## src/verilog/isp_params.svh

```systemverilog
`ifndef ISP_PARAMS_SVH
`define ISP_PARAMS_SVH

// pointer map
`define ISP_PTR_CFG_MAX 8'h45
`define ISP_PTR_BUF_FIRST 8'h46
`define ISP_PTR_BUF_LAST 8'h49
`define ISP_PTR_RESET 8'h00

// byte framing
`define ISP_BITS_PER_BYTE 4'h8
`define ISP_LAST_BIT 4'h7

// sample buffer geometry
`define ISP_BUF_LAST_IDX 6'h31
`define ISP_BUF_FIRST_IDX 6'h00

`endif

```

## src/verilog/isp_pkg.sv

```systemverilog
`default_nettype none
package isp_pkg;

    typedef logic [7:0] isp_byte_t;
    typedef logic [5:0] isp_index_t;
    typedef logic [9:0] isp_sample_t;

    typedef enum logic [2:0] {
        ST_IDLE,
        ST_RX,
        ST_RACK,
        ST_TX,
        ST_TACK,
        ST_WAIT
    } isp_state_t;

    typedef enum logic [1:0] {
        RB_ADDR,
        RB_PTR,
        RB_DATA
    } isp_role_t;

endpackage
`default_nettype wire

```

## src/verilog/isp_line_if.sv

```systemverilog
`default_nettype none
interface isp_line_if;
    logic sclLvl;
    logic sdaLvl;
    logic sclRise;
    logic sclFall;
    logic startSeen;
    logic stopSeen;

    modport src (output sclLvl, output sdaLvl, output sclRise, output sclFall, output startSeen, output stopSeen);
    modport dst (input sclLvl, input sdaLvl, input sclRise, input sclFall, input startSeen, input stopSeen);
endinterface
`default_nettype wire

```

## src/verilog/isp_line_sync.sv

```systemverilog
`default_nettype none
module isp_line_sync
(
    // system
    input wire logic clock,
    input wire logic arst_n,
    // raw bus lines, index 0 clock line, 1 data line
    input wire logic sclIn,
    input wire logic sdaIn,
    // filtered levels and events
    isp_line_if.src lines
);
    logic [1:0] rawLine;
    logic [1:0] lvl;
    logic [1:0] prev;

    assign rawLine = {sdaIn, sclIn};

    genvar i;
    generate
        for (i = 0; i < 2; i++)
        begin : g_line
            logic s1_r;
            logic s2_r;
            logic s3_r;
            logic lvl_r;
            logic prev_r;
            // idle-high bus, so every stage resets to one
            always_ff @(posedge clock or negedge arst_n)
            begin
                if (!arst_n)
                begin
                    s1_r <= 1'b1;
                    s2_r <= 1'b1;
                    s3_r <= 1'b1;
                end
                else
                begin
                    s1_r <= rawLine[i];
                    s2_r <= s1_r;
                    s3_r <= s2_r;
                end
            end
            // a level change counts only once two late stages agree
            always_ff @(posedge clock or negedge arst_n)
            begin
                if (!arst_n)
                begin
                    lvl_r <= 1'b1;
                    prev_r <= 1'b1;
                end
                else
                begin
                    lvl_r <= (s2_r == s3_r) ? s2_r : lvl_r;
                    prev_r <= lvl_r;
                end
            end
            assign lvl[i] = lvl_r;
            assign prev[i] = prev_r;
        end
    endgenerate

    assign lines.sclLvl = lvl[0];
    assign lines.sdaLvl = lvl[1];
    assign lines.sclRise = lvl[0] && !prev[0];
    assign lines.sclFall = !lvl[0] && prev[0];
    // data moving while the clock line stays high frames a transfer
    assign lines.startSeen = lvl[0] && prev[0] && !lvl[1] && prev[1];
    assign lines.stopSeen = lvl[0] && prev[0] && lvl[1] && !prev[1];
endmodule
`default_nettype wire

```

## src/verilog/isp_sample_order.sv

```systemverilog
`include "isp_params.svh"
`default_nettype none
module isp_sample_order
(
    // system
    input wire logic clock,
    input wire logic arst_n,
    // control
    input wire logic restart,
    input wire logic advance,
    input wire isp_pkg::isp_index_t oldest,
    // read position
    output isp_pkg::isp_index_t index
);
    import isp_pkg::*;

    isp_index_t index_r;
    isp_index_t index_nxt;
    isp_index_t afterOldest;
    isp_index_t afterIndex;

    // ring of fifty: step past the oldest, then walk forward and wrap
    assign afterOldest = (oldest == `ISP_BUF_LAST_IDX) ? `ISP_BUF_FIRST_IDX : oldest + 6'h01;
    assign afterIndex = (index_r == `ISP_BUF_LAST_IDX) ? `ISP_BUF_FIRST_IDX : index_r + 6'h01;
    assign index_nxt = restart ? afterOldest : (advance ? afterIndex : index_r);
    assign index = index_r;

    always_ff @(posedge clock or negedge arst_n)
    begin
        if (!arst_n)
            index_r <= `ISP_BUF_FIRST_IDX;
        else
            index_r <= index_nxt;
    end
endmodule
`default_nettype wire

```

## src/verilog/isp_slave.sv

```systemverilog
// Operation
// - acknowledge own address and accepted bytes by holding data low in ninth clock
// - release data in ninth clock of a sent byte and sample master acknowledge
// - refuse own address while reboot is busy, refuse illegal pointer values
// - address plus one written byte loads the register pointer, both acknowledged
// - refuse the pointer byte when its value is not permitted
// - stop leaves the pointer alone; only load or increment change it
// - write data bytes to registers 0x00-0x45 are acknowledged, stored, then pointer increments
// - store data only when the addressed register is 0x00 to 0x45
// - pointer wraps to zero past the highest register, reads and writes
// - read sends eight bits, increments pointer, continues on master acknowledge
// - pointers 0x00-0x45 registers, 0x46-0x49 buffer bases, others refused
// - loading a buffer base enters sample readout mode
// - sample readout mode suppresses pointer increment
// - first master not-acknowledge ends sample readout mode
// - narrow format delivers one sample per byte then advances
// - wide format sends upper eight bits then low two bits right-aligned
// - readout starts next-to-oldest, runs to newest, oldest last
// - slave only; master drives the clock and starts transfers
// - stop is detected anywhere in a transfer
// - repeated start accepted between transfers and for direction change
`include "isp_params.svh"
`default_nettype none
module isp_slave
(
    // system
    input wire logic clock,
    input wire logic arst_n,
    // two-wire bus, data line is open drain
    input wire logic sclIn,
    input wire logic sdaIn,
    output logic sdaOut,
    output logic sdaOe,
    // static configuration
    input wire logic [6:0] slaveAddr,
    input wire logic wideSamples,
    input wire logic rebootBusy,
    // register bank
    output isp_pkg::isp_byte_t regAddr,
    output isp_pkg::isp_byte_t regWrData,
    output logic regWrEn,
    input wire isp_pkg::isp_byte_t regRdData,
    // sample buffers
    output logic [1:0] bufSel,
    output isp_pkg::isp_index_t bufIndex,
    input wire isp_pkg::isp_index_t bufOldest,
    input wire isp_pkg::isp_sample_t bufData,
    // status
    output logic sampleMode
);
    import isp_pkg::*;

    isp_line_if lines();

    isp_line_sync u_sync
    (
        .clock(clock),
        .arst_n(arst_n),
        .sclIn(sclIn),
        .sdaIn(sdaIn),
        .lines(lines.src)
    );

    isp_state_t state_r;
    isp_state_t state_nxt;
    isp_role_t role_r;
    isp_role_t role_nxt;
    logic [3:0] bitCnt_r;
    logic [3:0] bitCnt_nxt;
    isp_byte_t rxByte_r;
    isp_byte_t rxByte_nxt;
    isp_byte_t txByte_r;
    isp_byte_t txByte_nxt;
    isp_byte_t ptr_r;
    isp_byte_t ptr_nxt;
    logic rdDir_r;
    logic rdDir_nxt;
    logic ackOn_r;
    logic ackOn_nxt;
    logic sdaOe_r;
    logic sdaOe_nxt;
    logic mAck_r;
    logic mAck_nxt;
    logic sampleMode_r;
    logic sampleMode_nxt;
    logic half_r;
    logic half_nxt;

    // decode of the byte just received
    logic evFree;
    logic addrHit;
    logic ptrLegal;
    logic isBufBase;
    logic ackOk;
    logic byteIn;
    logic loadPtr;
    logic wrFire;
    logic byteOut;
    logic incPtr;
    logic sampleStep;
    logic masterNack;
    isp_byte_t ptrWrapped;
    isp_byte_t bufOffset;
    isp_byte_t txSource;

    assign evFree = !lines.startSeen && !lines.stopSeen;
    assign addrHit = (rxByte_r[7:1] == slaveAddr);
    assign ptrLegal = (rxByte_r <= `ISP_PTR_BUF_LAST);
    assign isBufBase = (rxByte_r >= `ISP_PTR_BUF_FIRST) && ptrLegal;

    // data into a buffer base is not a register write, so it is refused
    assign ackOk = (role_r == RB_ADDR) ? (addrHit && !rebootBusy) :
        (role_r == RB_PTR) ? ptrLegal :
        (ptr_r <= `ISP_PTR_CFG_MAX);

    assign byteIn = (state_r == ST_RX) && lines.sclFall && (bitCnt_r == `ISP_BITS_PER_BYTE) && evFree;
    assign loadPtr = byteIn && (role_r == RB_PTR) && ackOk;
    assign wrFire = byteIn && (role_r == RB_DATA) && ackOk;
    assign byteOut = (state_r == ST_TX) && lines.sclFall && (bitCnt_r == `ISP_LAST_BIT) && evFree;
    assign incPtr = wrFire || (byteOut && !sampleMode_r);
    assign sampleStep = byteOut && sampleMode_r && (!wideSamples || half_r);
    assign masterNack = (state_r == ST_TACK) && lines.sclRise && lines.sdaLvl && evFree;

    assign ptrWrapped = (ptr_r == `ISP_PTR_CFG_MAX) ? `ISP_PTR_RESET : ptr_r + 8'h01;
    assign bufOffset = ptr_r - `ISP_PTR_BUF_FIRST;
    assign txSource = !sampleMode_r ? regRdData :
        (wideSamples && half_r) ? {6'h00, bufData[1:0]} :
        bufData[9:2];

    // pointer and readout mode survive stop conditions
    assign ptr_nxt = loadPtr ? rxByte_r : (incPtr ? ptrWrapped : ptr_r);
    assign sampleMode_nxt = loadPtr ? isBufBase : (masterNack ? 1'b0 : sampleMode_r);
    assign half_nxt = (loadPtr || masterNack) ? 1'b0 :
        (byteOut && sampleMode_r && wideSamples) ? !half_r : half_r;

    isp_sample_order u_order
    (
        .clock(clock),
        .arst_n(arst_n),
        .restart(loadPtr && isBufBase),
        .advance(sampleStep),
        .oldest(bufOldest),
        .index(bufIndex)
    );

    // bit engine: shift on rising clock, drive on falling clock
    always_comb
    begin
        state_nxt = state_r;
        role_nxt = role_r;
        bitCnt_nxt = bitCnt_r;
        rxByte_nxt = rxByte_r;
        txByte_nxt = txByte_r;
        rdDir_nxt = rdDir_r;
        ackOn_nxt = ackOn_r;
        sdaOe_nxt = sdaOe_r;
        mAck_nxt = mAck_r;
        if (lines.stopSeen)
        begin
            state_nxt = ST_IDLE;
            sdaOe_nxt = 1'b0;
        end
        else if (lines.startSeen)
        begin
            state_nxt = ST_RX;
            role_nxt = RB_ADDR;
            bitCnt_nxt = 4'h0;
            sdaOe_nxt = 1'b0;
        end
        else
        begin
            case (state_r)
                ST_RX:
                begin
                    if (lines.sclRise && (bitCnt_r != `ISP_BITS_PER_BYTE))
                    begin
                        rxByte_nxt = {rxByte_r[6:0], lines.sdaLvl};
                        bitCnt_nxt = bitCnt_r + 4'h1;
                    end
                    else if (byteIn)
                    begin
                        state_nxt = ST_RACK;
                        ackOn_nxt = ackOk;
                        sdaOe_nxt = ackOk;
                        if (role_r == RB_ADDR)
                            rdDir_nxt = rxByte_r[0];
                    end
                end
                ST_RACK:
                begin
                    if (lines.sclFall)
                    begin
                        sdaOe_nxt = 1'b0;
                        bitCnt_nxt = 4'h0;
                        if (!ackOn_r)
                            state_nxt = ST_WAIT;
                        else if ((role_r == RB_ADDR) && rdDir_r)
                        begin
                            state_nxt = ST_TX;
                            txByte_nxt = txSource;
                            sdaOe_nxt = !txSource[7];
                        end
                        else
                        begin
                            state_nxt = ST_RX;
                            role_nxt = (role_r == RB_ADDR) ? RB_PTR : RB_DATA;
                        end
                    end
                end
                ST_TX:
                begin
                    if (byteOut)
                    begin
                        state_nxt = ST_TACK;
                        sdaOe_nxt = 1'b0;
                    end
                    else if (lines.sclFall)
                    begin
                        bitCnt_nxt = bitCnt_r + 4'h1;
                        txByte_nxt = {txByte_r[6:0], 1'b0};
                        sdaOe_nxt = !txByte_r[6];
                    end
                end
                ST_TACK:
                begin
                    if (lines.sclRise)
                        mAck_nxt = !lines.sdaLvl;
                    else if (lines.sclFall)
                    begin
                        bitCnt_nxt = 4'h0;
                        if (mAck_r)
                        begin
                            state_nxt = ST_TX;
                            txByte_nxt = txSource;
                            sdaOe_nxt = !txSource[7];
                        end
                        else
                            state_nxt = ST_WAIT;
                    end
                end
                default:
                begin
                    state_nxt = state_r;
                end
            endcase
        end
    end

    always_ff @(posedge clock or negedge arst_n)
    begin
        if (!arst_n)
        begin
            state_r <= ST_IDLE;
            role_r <= RB_ADDR;
            bitCnt_r <= 4'h0;
            rxByte_r <= 8'h00;
            txByte_r <= 8'h00;
        end
        else
        begin
            state_r <= state_nxt;
            role_r <= role_nxt;
            bitCnt_r <= bitCnt_nxt;
            rxByte_r <= rxByte_nxt;
            txByte_r <= txByte_nxt;
        end
    end

    always_ff @(posedge clock or negedge arst_n)
    begin
        if (!arst_n)
        begin
            rdDir_r <= 1'b0;
            ackOn_r <= 1'b0;
            sdaOe_r <= 1'b0;
            mAck_r <= 1'b0;
        end
        else
        begin
            rdDir_r <= rdDir_nxt;
            ackOn_r <= ackOn_nxt;
            sdaOe_r <= sdaOe_nxt;
            mAck_r <= mAck_nxt;
        end
    end

    always_ff @(posedge clock or negedge arst_n)
    begin
        if (!arst_n)
        begin
            ptr_r <= `ISP_PTR_RESET;
            sampleMode_r <= 1'b0;
            half_r <= 1'b0;
        end
        else
        begin
            ptr_r <= ptr_nxt;
            sampleMode_r <= sampleMode_nxt;
            half_r <= half_nxt;
        end
    end

    // open drain: only ever pull low, never drive high
    assign sdaOut = 1'b0;
    assign sdaOe = sdaOe_r;
    assign regAddr = ptr_r;
    assign regWrData = rxByte_r;
    assign regWrEn = wrFire;
    assign bufSel = bufOffset[1:0];
    assign sampleMode = sampleMode_r;
endmodule
`default_nettype wire
```

## config.mk

```make
export PLATFORM = sky130hd
export DESIGN_NAME = isp_slave
export DESIGN_NICKNAME = d
export VERILOG_FILES = /design/src/verilog/isp_pkg.sv /design/src/verilog/isp_line_if.sv /design/src/verilog/isp_line_sync.sv /design/src/verilog/isp_sample_order.sv /design/src/verilog/isp_slave.sv
export VERILOG_INCLUDE_DIRS = /design/src /design/src/verilog
export SDC_FILE = /design/constraint.sdc
export NUM_CORES = 1
export LEC_CHECK = 0
export BUFFER_PORTS_ARGS = -buffer_cell sky130_fd_sc_hd__buf_2
export CAP_MARGIN = 10
export CORE_MARGIN = 4
export CORE_UTILIZATION = 40
export DETAILED_ROUTE_END_ITERATION = 10
export HOLD_SLACK_MARGIN = 0.06
export PLACE_DENSITY = 0.63
export SYNTH_ARGS = -nofsm -noshare
export SYNTH_HDL_FRONTEND = slang
export SYNTH_SLANG_ARGS = --single-unit
```

## constraint.sdc

```tcl
create_clock -name clock -period 3.65 [get_ports clock]
set_input_delay 0.73 -clock clock [delete_from_list [all_inputs] [get_ports clock]]
set_output_delay 0.73 -clock clock [all_outputs]
set_load 0.02 [all_outputs]
```

==> results.tsv, run 1 <==
metric	value	unit
status	completed	
VDD IR max	0.199	mV
Clock Skews	6.70	ps
first-pass GRT wire length	14.2	mm
largest cells by area after synthesis	dfrtp_1 32%, dfstp_2 7.6%, mux2_2 6.2%, ha_1 3.3%, nor2_1 3.3%	
DRC	0	
Synth cell types	63	
CP Max Fanout	10	
Max-Cap Viols	0	
Final #Nets	467	
initial core utilization	0.415	
xor/xnor share of the synthesized area	0.0381	
Skew-Pair Late Insertion Delay	310	ps
Final HPWL DP	6.32	mm
final slew viol count	0	
top_reg_cell synth	dfrtp_1	
cts repair resizes	0	
EDFF count, synth	0	
CTS tree	done	
fmax	352	MHz
kind of end point of the critical path	output pin	
dominant cell by count in the synthesized netlist	dfrtp_1	
simple-gate portion of the synthesized area	0.239	
Die ar.	10200	µm²
WP data required	2920	ps
startpoint types	flip-flop	
Clock Tree Root	clkbuf_8	
share of the synthesized area in the top cell type	0.319	
Syn Inst Count	369	
largest family of logic cells by synthesized area	simple AND/OR/NAND/NOR gates	
initial antenna violation count	0	
Synth area leader	dfrtp_1	
Final GP Congestion	0.935	
final WL	8.41	mm
Leak Pwr	1.75	nW
# diodes	0	
Area Growth Syn to Fin	13.5	%
largest net degree at the start of global routing	29	
DRT iter0 DRCs	159	
min Tclk post-route	2840	ps
Compound-Gate Fraction of Synth Area	0.165	
sequential fraction of the synthesis area	0.396	
FF-to-FF setup slack	1110	ps
vias	2997	
PwrDens	469	nW/µm²
synth cell count leaders	44 x dfrtp_1, 30 x nor2_1, 24 x nand2_1	
worst reg2reg path depth	5	
Overflow after GRT	0	
final setup TNS	0	ps
Num CTS Buffers	5	
Num Clock Sinks	54	
post-CTS setup buffer count	0	
Slew headroom	0.513	
Die Span X	101	µm
CTS Hold Buffers Added	0	
CTS max path bufs	2	
IO Port Bufs	63	
Worst Path Arrival	2110	ps
pre-CTS setup slack	1160	ps
DR vias/cell	5.69	
fraction of layout cells with a size suffix above 1	0.258	
num rows	33	
mux cell area share after synthesis	0.0853	
Worst-Margin Slew	730	ps
Syn Nets	415	
Async SR Flop Fraction	1.00	
Setup-failing EPs final	0	
H-tree Lvls	2	
Ports	65	
final number of hold-violating endpoints	0	
RSZ-0062 raised after global routing	no	
core area	8300	µm²
yosys warns	0	
HP Class	flip-flop to flip-flop	
vias in the first global route	2918	
CTS clock-pin slew for the worst setup and hold paths	100	ps
FF+latch count, synth	54	
wire length per cell	16.0	µm
CP Class	flip-flop to output pin	
Final WS setup	811	ps
Final period util	0.778	
Tot GR Track Use	0.171	
Hold Path Cell Cnt	0	
Mapped Area	3450	µm²
Die H	101	µm
Post-Synth Adder-Cell Area	0.0385	
Syn Area/Cell	9.34	µm²
drt first pass iters	5	
antenna viol nets, final	0	
registers in the layout (all words and copies together) (netlist names), 2 cells and up:
register,flops
u_sync.g_line.prev_r,2
role_r,2
bitCnt_r,4
u_order.index,6
regWrData,8
u_sync.g_line.s2_r,2
u_sync.g_line.s1_r,2
txByte_r,7
state_r,3
regAddr,8
u_sync.g_line.s3_r,2
power breakdown:
| group | internal [mW] | switching, mW |
|---|---|---|
| Sequential | 0.710 | 0.156 |
| Clock | 0.140 | 0.211 |
| Combinational | 0.284 | 0.333 |
| Total | 1.13 | 0.700 |
cells in the final DEF, fill, tap and decap left out, drive strengths merged, types with 8 or more instances in the layout:
cell / instances
xnor2: 11
buf: 65
a31oi: 9
nor2b: 14
o21ai: 19
dfrtp: 44
nand3: 19
mux2i: 8
mux2: 19
dfstp: 10
inv: 13
nand2: 24
ha: 9
a21oi: 17
nor2: 30
cells by family after synthesis:
logic type	count (synthesis)
other	1
buffers and inverters	31
adder cells (fa/ha/maj)	11
AO/OA/AOI/OAI	84
XOR/XNOR	15
multiplexers	27
AND/OR/NAND/NOR	146
flip-flops	54
worst paths after layout:
kind / end / start
max in group asynchronous: u_sync.g_line[1].prev_r$_DFF_PN1_ / arst_n
min reg2reg: u_sync.g_line[1].s2_r$_DFF_PN1_ / u_sync.g_line[1].s1_r$_DFF_PN1_
max reg2reg: regAddr[3]$_DFFE_PN0P_ / state_r[0]$_DFFE_PN0P_
min in group asynchronous: regAddr[1]$_DFFE_PN0P_ / arst_n
min: u_sync.g_line[1].s2_r$_DFF_PN1_ / u_sync.g_line[1].s1_r$_DFF_PN1_
max: regWrEn / u_sync.g_line[0].prev_r$_DFF_PN1_
per-stage QoR:
| step | utilization | hold slack [ps] | std cells | area, µm² | power, mW |
|---|---|---|---|---|---|
| 3_5_place_dp | 0.460 | 347 | 519 | 3820 | 1.49 |
| 3_3_place_gp | 0.460 | 346 | 519 | 3820 | 1.47 |
| 6_report | 0.471 | 362 | 527 | 3910 | 1.83 |
| 5_1_grt | 0.471 | 369 | 527 | 3910 | 1.97 |
| 4_1_cts | 0.471 | 363 | 527 | 3910 | 1.85 |
| 2_1_floorplan | - | 345 | 369 | 3450 | 1.31 |
critical path, stage by stage, from the launching register on:
cell     delay, ps
dfstp_2        630
nor2b_1        430
nand3_1        250
nor3_1         270
buf_2          210
cell type report:
class,count,area (µm²)
Sequential cell,54,1360
Clock inverter,3,23.8
Tap cell,105,131
Clock buffer,5,68.8
Inverter,11,41.3
Multi-Input combinational cell,284,1950
Fill cell,790,4390
Timing Repair Buffer,65,330
routing by layer:
layer | vias to the layer above | part of all wire | global-route usage
met5 | - | 0 | 0
met4 | 0 | 0.017 | 0.0456
met3 | 12 | 0.036 | 0.0249
met2 | 72 | 0.47 | 0.279
met1 | 1454 | 0.47 | 0.238
li1 | 1459 | - | -
No activity file was read; power rests on OpenSTA's default activity.
==> run 2: changes to the inputs <==
Settings changed: PLACE_DENSITY 0.63 to 0.65.
Clock period 3.65 ns to 2.36 ns, I/O delays scaled along.
==> run 2 against run 1 <==
  * Clock skew grew 2.8 ps
  * Critical path type unchanged
  * Design area grew 6.2%
  * Worst hold slack lost 210 ps
  * Global-route usage shrank 0.23 points
==> results.tsv, run 2 (synthesis results as in run 1) <==
metric	value	unit	change
status	completed		
FF-to-FF setup slack	130	ps	-980 ps
worst reg2reg path depth	7		+2
most common cell after layout, fill and taps aside	buf_2		
core area	8300	µm²	unchanged
initial core utilization	0.415		unchanged
antenna viol nets, final	0		unchanged
Final WS setup	122	ps	-689 ps
CTS clock-pin slew for the worst setup and hold paths	100	ps	about the same
critical path cell sequence	inv_1 -> ha_1 -> and3b_1 -> nand3_2 -> nor3_2 -> buf_4		
Die H	101	µm	unchanged
post-CTS setup buffer count	0		unchanged
Leak Pwr	1.89	nW	+7.9%
num rows	33		unchanged
drt first pass iters	4		-1
Skew-Pair Late Insertion Delay	310	ps	about the same
utilization after layout	0.501		+0.0294
CTS max path bufs	2		unchanged
DR vias/cell	5.62		-1.1%
initial antenna violation count	0		unchanged
fraction of layout cells with a size suffix above 1	0.304		+0.0458
Area Growth Syn to Fin	20.6	%	
Slew headroom	0.662		+0.149
Final period util	0.948		
Tot GR Track Use	0.169		-0.00233
fmax	447	MHz	
largest net degree at the start of global routing	55		+90%
CTS Hold Buffers Added	0		unchanged
Reg2Reg Launch Point	bitCnt_r[0]$_DFFE_PN0P_		
VDD IR max	0.300	mV	+51%
vias in the first global route	2967		+1.7%
final WL	8.58	mm	+2.0%
slowest cell delay on critical path	430	ps	-200 ps
Worst-Margin Slew	507	ps	-223 ps
Final GP Congestion	0.881		-5.8%
CP top delay family	simple AND/OR/NAND/NOR gates		
Num CTS Buffers	5		unchanged
vias	3087		+3.0%
Setup-failing EPs final	0		unchanged
hold_ws	148	ps	-214 ps
wire length per cell	15.6	µm	-2.1%
Clock Skews	9.48	ps	+2.78 ps
Final HPWL DP	6.41	mm	+1.5%
first-pass GRT wire length	14.0	mm	-1.3%
final setup TNS	0	ps	unchanged
HP Class	input port to async pin		
fillcell total	763		-3.4%
WP data required	1890	ps	-1030 ps
kind of end point of the critical path	output pin		
Final #Nets	489		+4.7%
Worst Path Arrival	1770	ps	-340 ps
Clock Tree Root	clkbuf_8		
commonest non-fill, non-tap cells in the layout	62 x buf_2, 43 x dfrtp_1, 30 x nor2_1		
# diodes	0		unchanged
CP Class	flip-flop to output pin		
CP Max Fanout	5		-5
worst reg2reg path endpoint	u_order.index[4]$_DFFE_PN0P_		
pre-CTS setup slack	139	ps	-1020 ps
Critical-path top delay cell	dfrtp_1		
final slew viol count	0		unchanged
cell area after layout	4160	µm²	+6.2%
H-tree Lvls	2		unchanged
Max-Cap Viols	0		unchanged
Ports	65		unchanged
PwrDens	770	nW/µm²	+64%
IO Port Bufs	63		unchanged
final number of hold-violating endpoints	0		unchanged
Post-DP Area	4000	µm²	+4.7%
DRC	0		unchanged
DRT iter0 DRCs	120		-25%
Overflow after GRT	0		unchanged
Crit path buffers/inverters	2		+1
Die ar.	10200	µm²	unchanged
CTS tree	done		
min Tclk post-route	2240	ps	
Num Clock Sinks	54		unchanged
startpoint types	flip-flop		
Die Span X	101	µm	unchanged
==> run 2: worst max-delay path by stage <==
stage / startpoint / to / slack (ps) / depth (start not counted)
2_1_floorplan: regAddr[1]$_DFFE_PN0P_ / regAddr[3]$_DFFE_PN0P_ / 40 / 7
3_3_place_gp: regAddr[4]$_DFFE_PN0P_ / regAddr[3]$_DFFE_PN0P_ / 160 / 5
3_5_place_dp: u_sync.g_line[0].prev_r$_DFF_PN1_ / u_order.index[4]$_DFFE_PN0P_ / 140 / 5
4_1_cts: regAddr[1]$_DFFE_PN0P_ / regWrEn / 30 / 6
5_1_grt: bitCnt_r[0]$_DFFE_PN0P_ / regWrEn / -2 / 6
6_report: bitCnt_r[0]$_DFFE_PN0P_ / regWrEn / 120 / 6
==> run 2: repair_timing <==
| action | 4_1_cts | 5_1_grt |
|---|---|---|
| pin swaps | 0 | 2 |
| endpoints found under the setup margin | 1 | 2 |
| resized for setup | 2 | 3 |
| endpoints found under the hold margin | 0 | 0 |
==> run 2: cell type report <==
cell class	instances	area (µm²)	share of cell area
clock buffers	6	82.6	0.0199
clock inverters	2	60.1	0.0144
inverters	11	41.3	0.00993
multi-input cells	284	1970	0.473
flip-flops and latches	54	1370	0.328
well taps	105	131	0.0316
repair buffers	87	510	0.123
==> run 2: report_power, final <==
| part | leakage (nW) | switching [mW] | internal (mW) |
|---|---|---|---|
| clock network | 0.0714 | 0.314 | 0.453 |
| registers | 0.679 | 0.191 | 1.10 |
| logic | 1.14 | 0.606 | 0.538 |
| total | 1.89 | 1.11 | 2.09 |
==> run 2: per-layer routing <==
metal	global-route usage	wire length (µm)	vias to the layer above
li1	-	-	1503
met1	0.224	3910	1510
met2	0.285	4250	66
met3	0.0291	323	8
met4	0.0456	93	0
met5	0	0	-
==> run 2: worst reg2reg max path, cell delays in order (launching register included) <==
cell and delay [ps]:
dfrtp_1 430, inv_1 70, ha_1 160, and3b_1 270, nand3_2 150, or4_1 580
or3_1 380, o211ai_1 100
==> run 2: through the flow <==
step                std cells  power (mW)
finish                    549        3.20
global route              549        3.41
CTS                       549        3.21
detailed placement        541        2.45
global placement          541        2.41
floorplan                 369        2.02
==> run 3: changes to the inputs <==
Settings changed: CORE_ASPECT_RATIO from default to 0.7.
==> run 3 against run 2 <==
  * Die area is 0.24% higher
  * Design area is 0.81% higher
  * Fmax up 0.47%
  * Critical endpoint unchanged
  * Count of clock-buffer cells in the layout unchanged
  * Largest power group unchanged
  * Clock power rose by 5.7%
  * Wire length up 3.3%
==> results.tsv, run 3 (synthesis results as in run 1) <==
metric	value	unit	change
status	completed		
Worst setup startpoint	regAddr[1]$_DFFE_PN0P_		
Clock Skews	4.20	ps	-5.28 ps
CTS tree	done		
startpoint types	flip-flop		
fraction of layout cells with a size suffix above 1	0.305		+0.000879
Worst-Margin Slew	539	ps	+31.3 ps
num rows	28		-15%
DRT iter0 DRCs	228		+90%
IO Port Bufs	63		unchanged
Skew-Pair Late Insertion Delay	300	ps	about the same
Area Growth Syn to Fin	21.6	%	
Reg2Reg Launch Point	regAddr[1]$_DFFE_PN0P_		
Final WS setup	133	ps	+10.5 ps
Setup-failing EPs final	0		unchanged
WP data required	1890	ps	about the same
final WL	8.86	mm	+3.3%
H-tree Lvls	2		unchanged
Multi-input gate area	1960	µm²	about the same
vias in the first global route	2867		-3.4%
pre-CTS setup slack	132	ps	-7.43 ps
Num Clock Sinks	54		unchanged
DR vias/cell	5.62		about the same
Met3 Wirelength	529	µm	+64%
kind of end point of the critical path	output pin		
VDD IR max	0.404	mV	+35%
Leak Pwr	1.91	nW	+1.2%
metal1 wirelength	4.51	mm	+15%
Register Area	1360	µm²	about the same
Slew headroom	0.641		-0.0209
Final GP Congestion	0.884		+0.35%
most common cell after layout, fill and taps aside	buf_2		
RSZ-0062 raised after global routing	no		
worst reg2reg path depth	7		unchanged
Die H	85.7	µm	-15%
Die Span X	119	µm	+18%
uppermost layer routed	met4		
final setup TNS	0	ps	unchanged
Clock Tree Root	clkbuf_16		
first-pass GRT wire length	14.5	mm	+3.5%
core area	8410	µm²	+1.3%
slowest cell delay on critical path	410	ps	-20 ps
Final period util	0.944		-0.00446
drt first pass iters	4		unchanged
CTS Hold Buffers Added	0		unchanged
Worst Path Arrival	1760	ps	about the same
Num CTS Buffers	5		unchanged
Ports	65		unchanged
met2 routed WL	3.75	mm	-12%
DRC	0		unchanged
fmax	449	MHz	+0.47%
commonest non-fill, non-tap cells in the layout	62 x buf_2, 44 x dfrtp_1, 30 x nor2_1		
Die ar.	10200	µm²	+0.24%
initial core utilization	0.410		-0.00538
CTS max path bufs	2		unchanged
Overflow after GRT	0		unchanged
largest net degree at the start of global routing	34		-38%
critical path cell sequence	inv_1 -> ha_1 -> nor2_1 -> a311o_1 -> nor3_2 -> buf_4		
hold_ws	153	ps	+5.49 ps
antenna viol nets, final	0		unchanged
HP Class	input port to async pin		
Max-Cap Viols	0		unchanged
FF-to-FF setup slack	130	ps	about the same
CTS clock-pin slew for the worst setup and hold paths	70	ps	-30 ps
vias	3099		+0.39%
final number of hold-violating endpoints	0		unchanged
post-CTS setup buffer count	0		unchanged
# diodes	0		unchanged
Critical-path top delay cell	a311o_1		
final slew viol count	0		unchanged
Final #Nets	491		+0.41%
CP Max Fanout	4		-1
PwrDens	780	nW/µm²	+1.3%
initial antenna violation count	0		unchanged
Tot GR Track Use	0.173		+0.00354
CP Class	flip-flop to output pin		
min Tclk post-route	2230	ps	-10.5 ps
fillcell total	804		+5.4%
Final HPWL DP	6.70	mm	+4.5%
wire length per cell	16.1	µm	+2.9%
run 3: cell types whose count changed in the layout (fill, tap and decap cells not counted), moves of 2 or more:
| cell | delta |
|---|---|
| buf_4 | +2 |
| clkbuf_16 | +6 |
| bufinv_16 | -2 |
| clkbuf_8 | -6 |
run 3: path summary, 6_finish.rpt:
kind / end
worst max-delay path: regWrEn
worst min-delay path: bitCnt_r[0]$_DFFE_PN0P_
worst max register to register: regAddr[3]$_DFFE_PN0P_
worst min register to register: u_sync.g_line[0].s2_r$_DFF_PN1_
max in group asynchronous: u_sync.g_line[1].prev_r$_DFF_PN1_
min in group clock: u_sync.g_line[0].s1_r$_DFF_PN1_
run 3: power by group:
group | total, mW | internal (mW) | switching (mW) | leakage [nW]
clock | 0.810 | 0.461 | 0.350 | 0.0824
sequential | 1.26 | 1.10 | 0.162 | 0.681
combinational | 1.20 | 0.549 | 0.647 | 1.15
run 3: layout make-up:
type	count	area share
clock inverter	2	0.00328
sequential	54	0.325
multi-input combinational	284	0.469
tap	105	0.0314
clock buffer	6	0.0358
inverter	11	0.00985
timing repair buffer	89	0.125
run 3: stage by stage:
stage	util	cells	instance area, µm²	power (mW)
3_3_place_gp	0.477	543	4010	2.43
4_1_cts	0.497	551	4180	3.27
6_report	0.498	551	4190	3.27
5_1_grt	0.498	551	4190	3.45
2_1_floorplan	-	369	3450	2.02
3_5_place_dp	0.477	543	4010	2.45
run 3: routing by layer:
| metal | global-route usage | vias to the layer above |
|---|---|---|
| met5 | 0 | - |
| met4 | 0.0315 | 0 |
| met3 | 0.0382 | 8 |
| met2 | 0.244 | 92 |
| met1 | 0.270 | 1495 |
| li1 | - | 1504 |
run 3: critical path: cells and delay by family, from the launching register on:
| kind | cells | cell delay, ps |
|---|---|---|
| AO/OA/AOI/OAI | 1 | 410 |
| adder cells (fa/ha/maj) | 1 | 180 |
| buffers and inverters | 2 | 270 |
| flip-flops | 1 | 380 |
| AND/OR/NAND/NOR | 2 | 220 |
run 3: repair_timing:
action	4_1_cts	5_1_grt
gates resized for setup	1	4
endpoints found under the setup margin	1	5
pin swaps	0	2
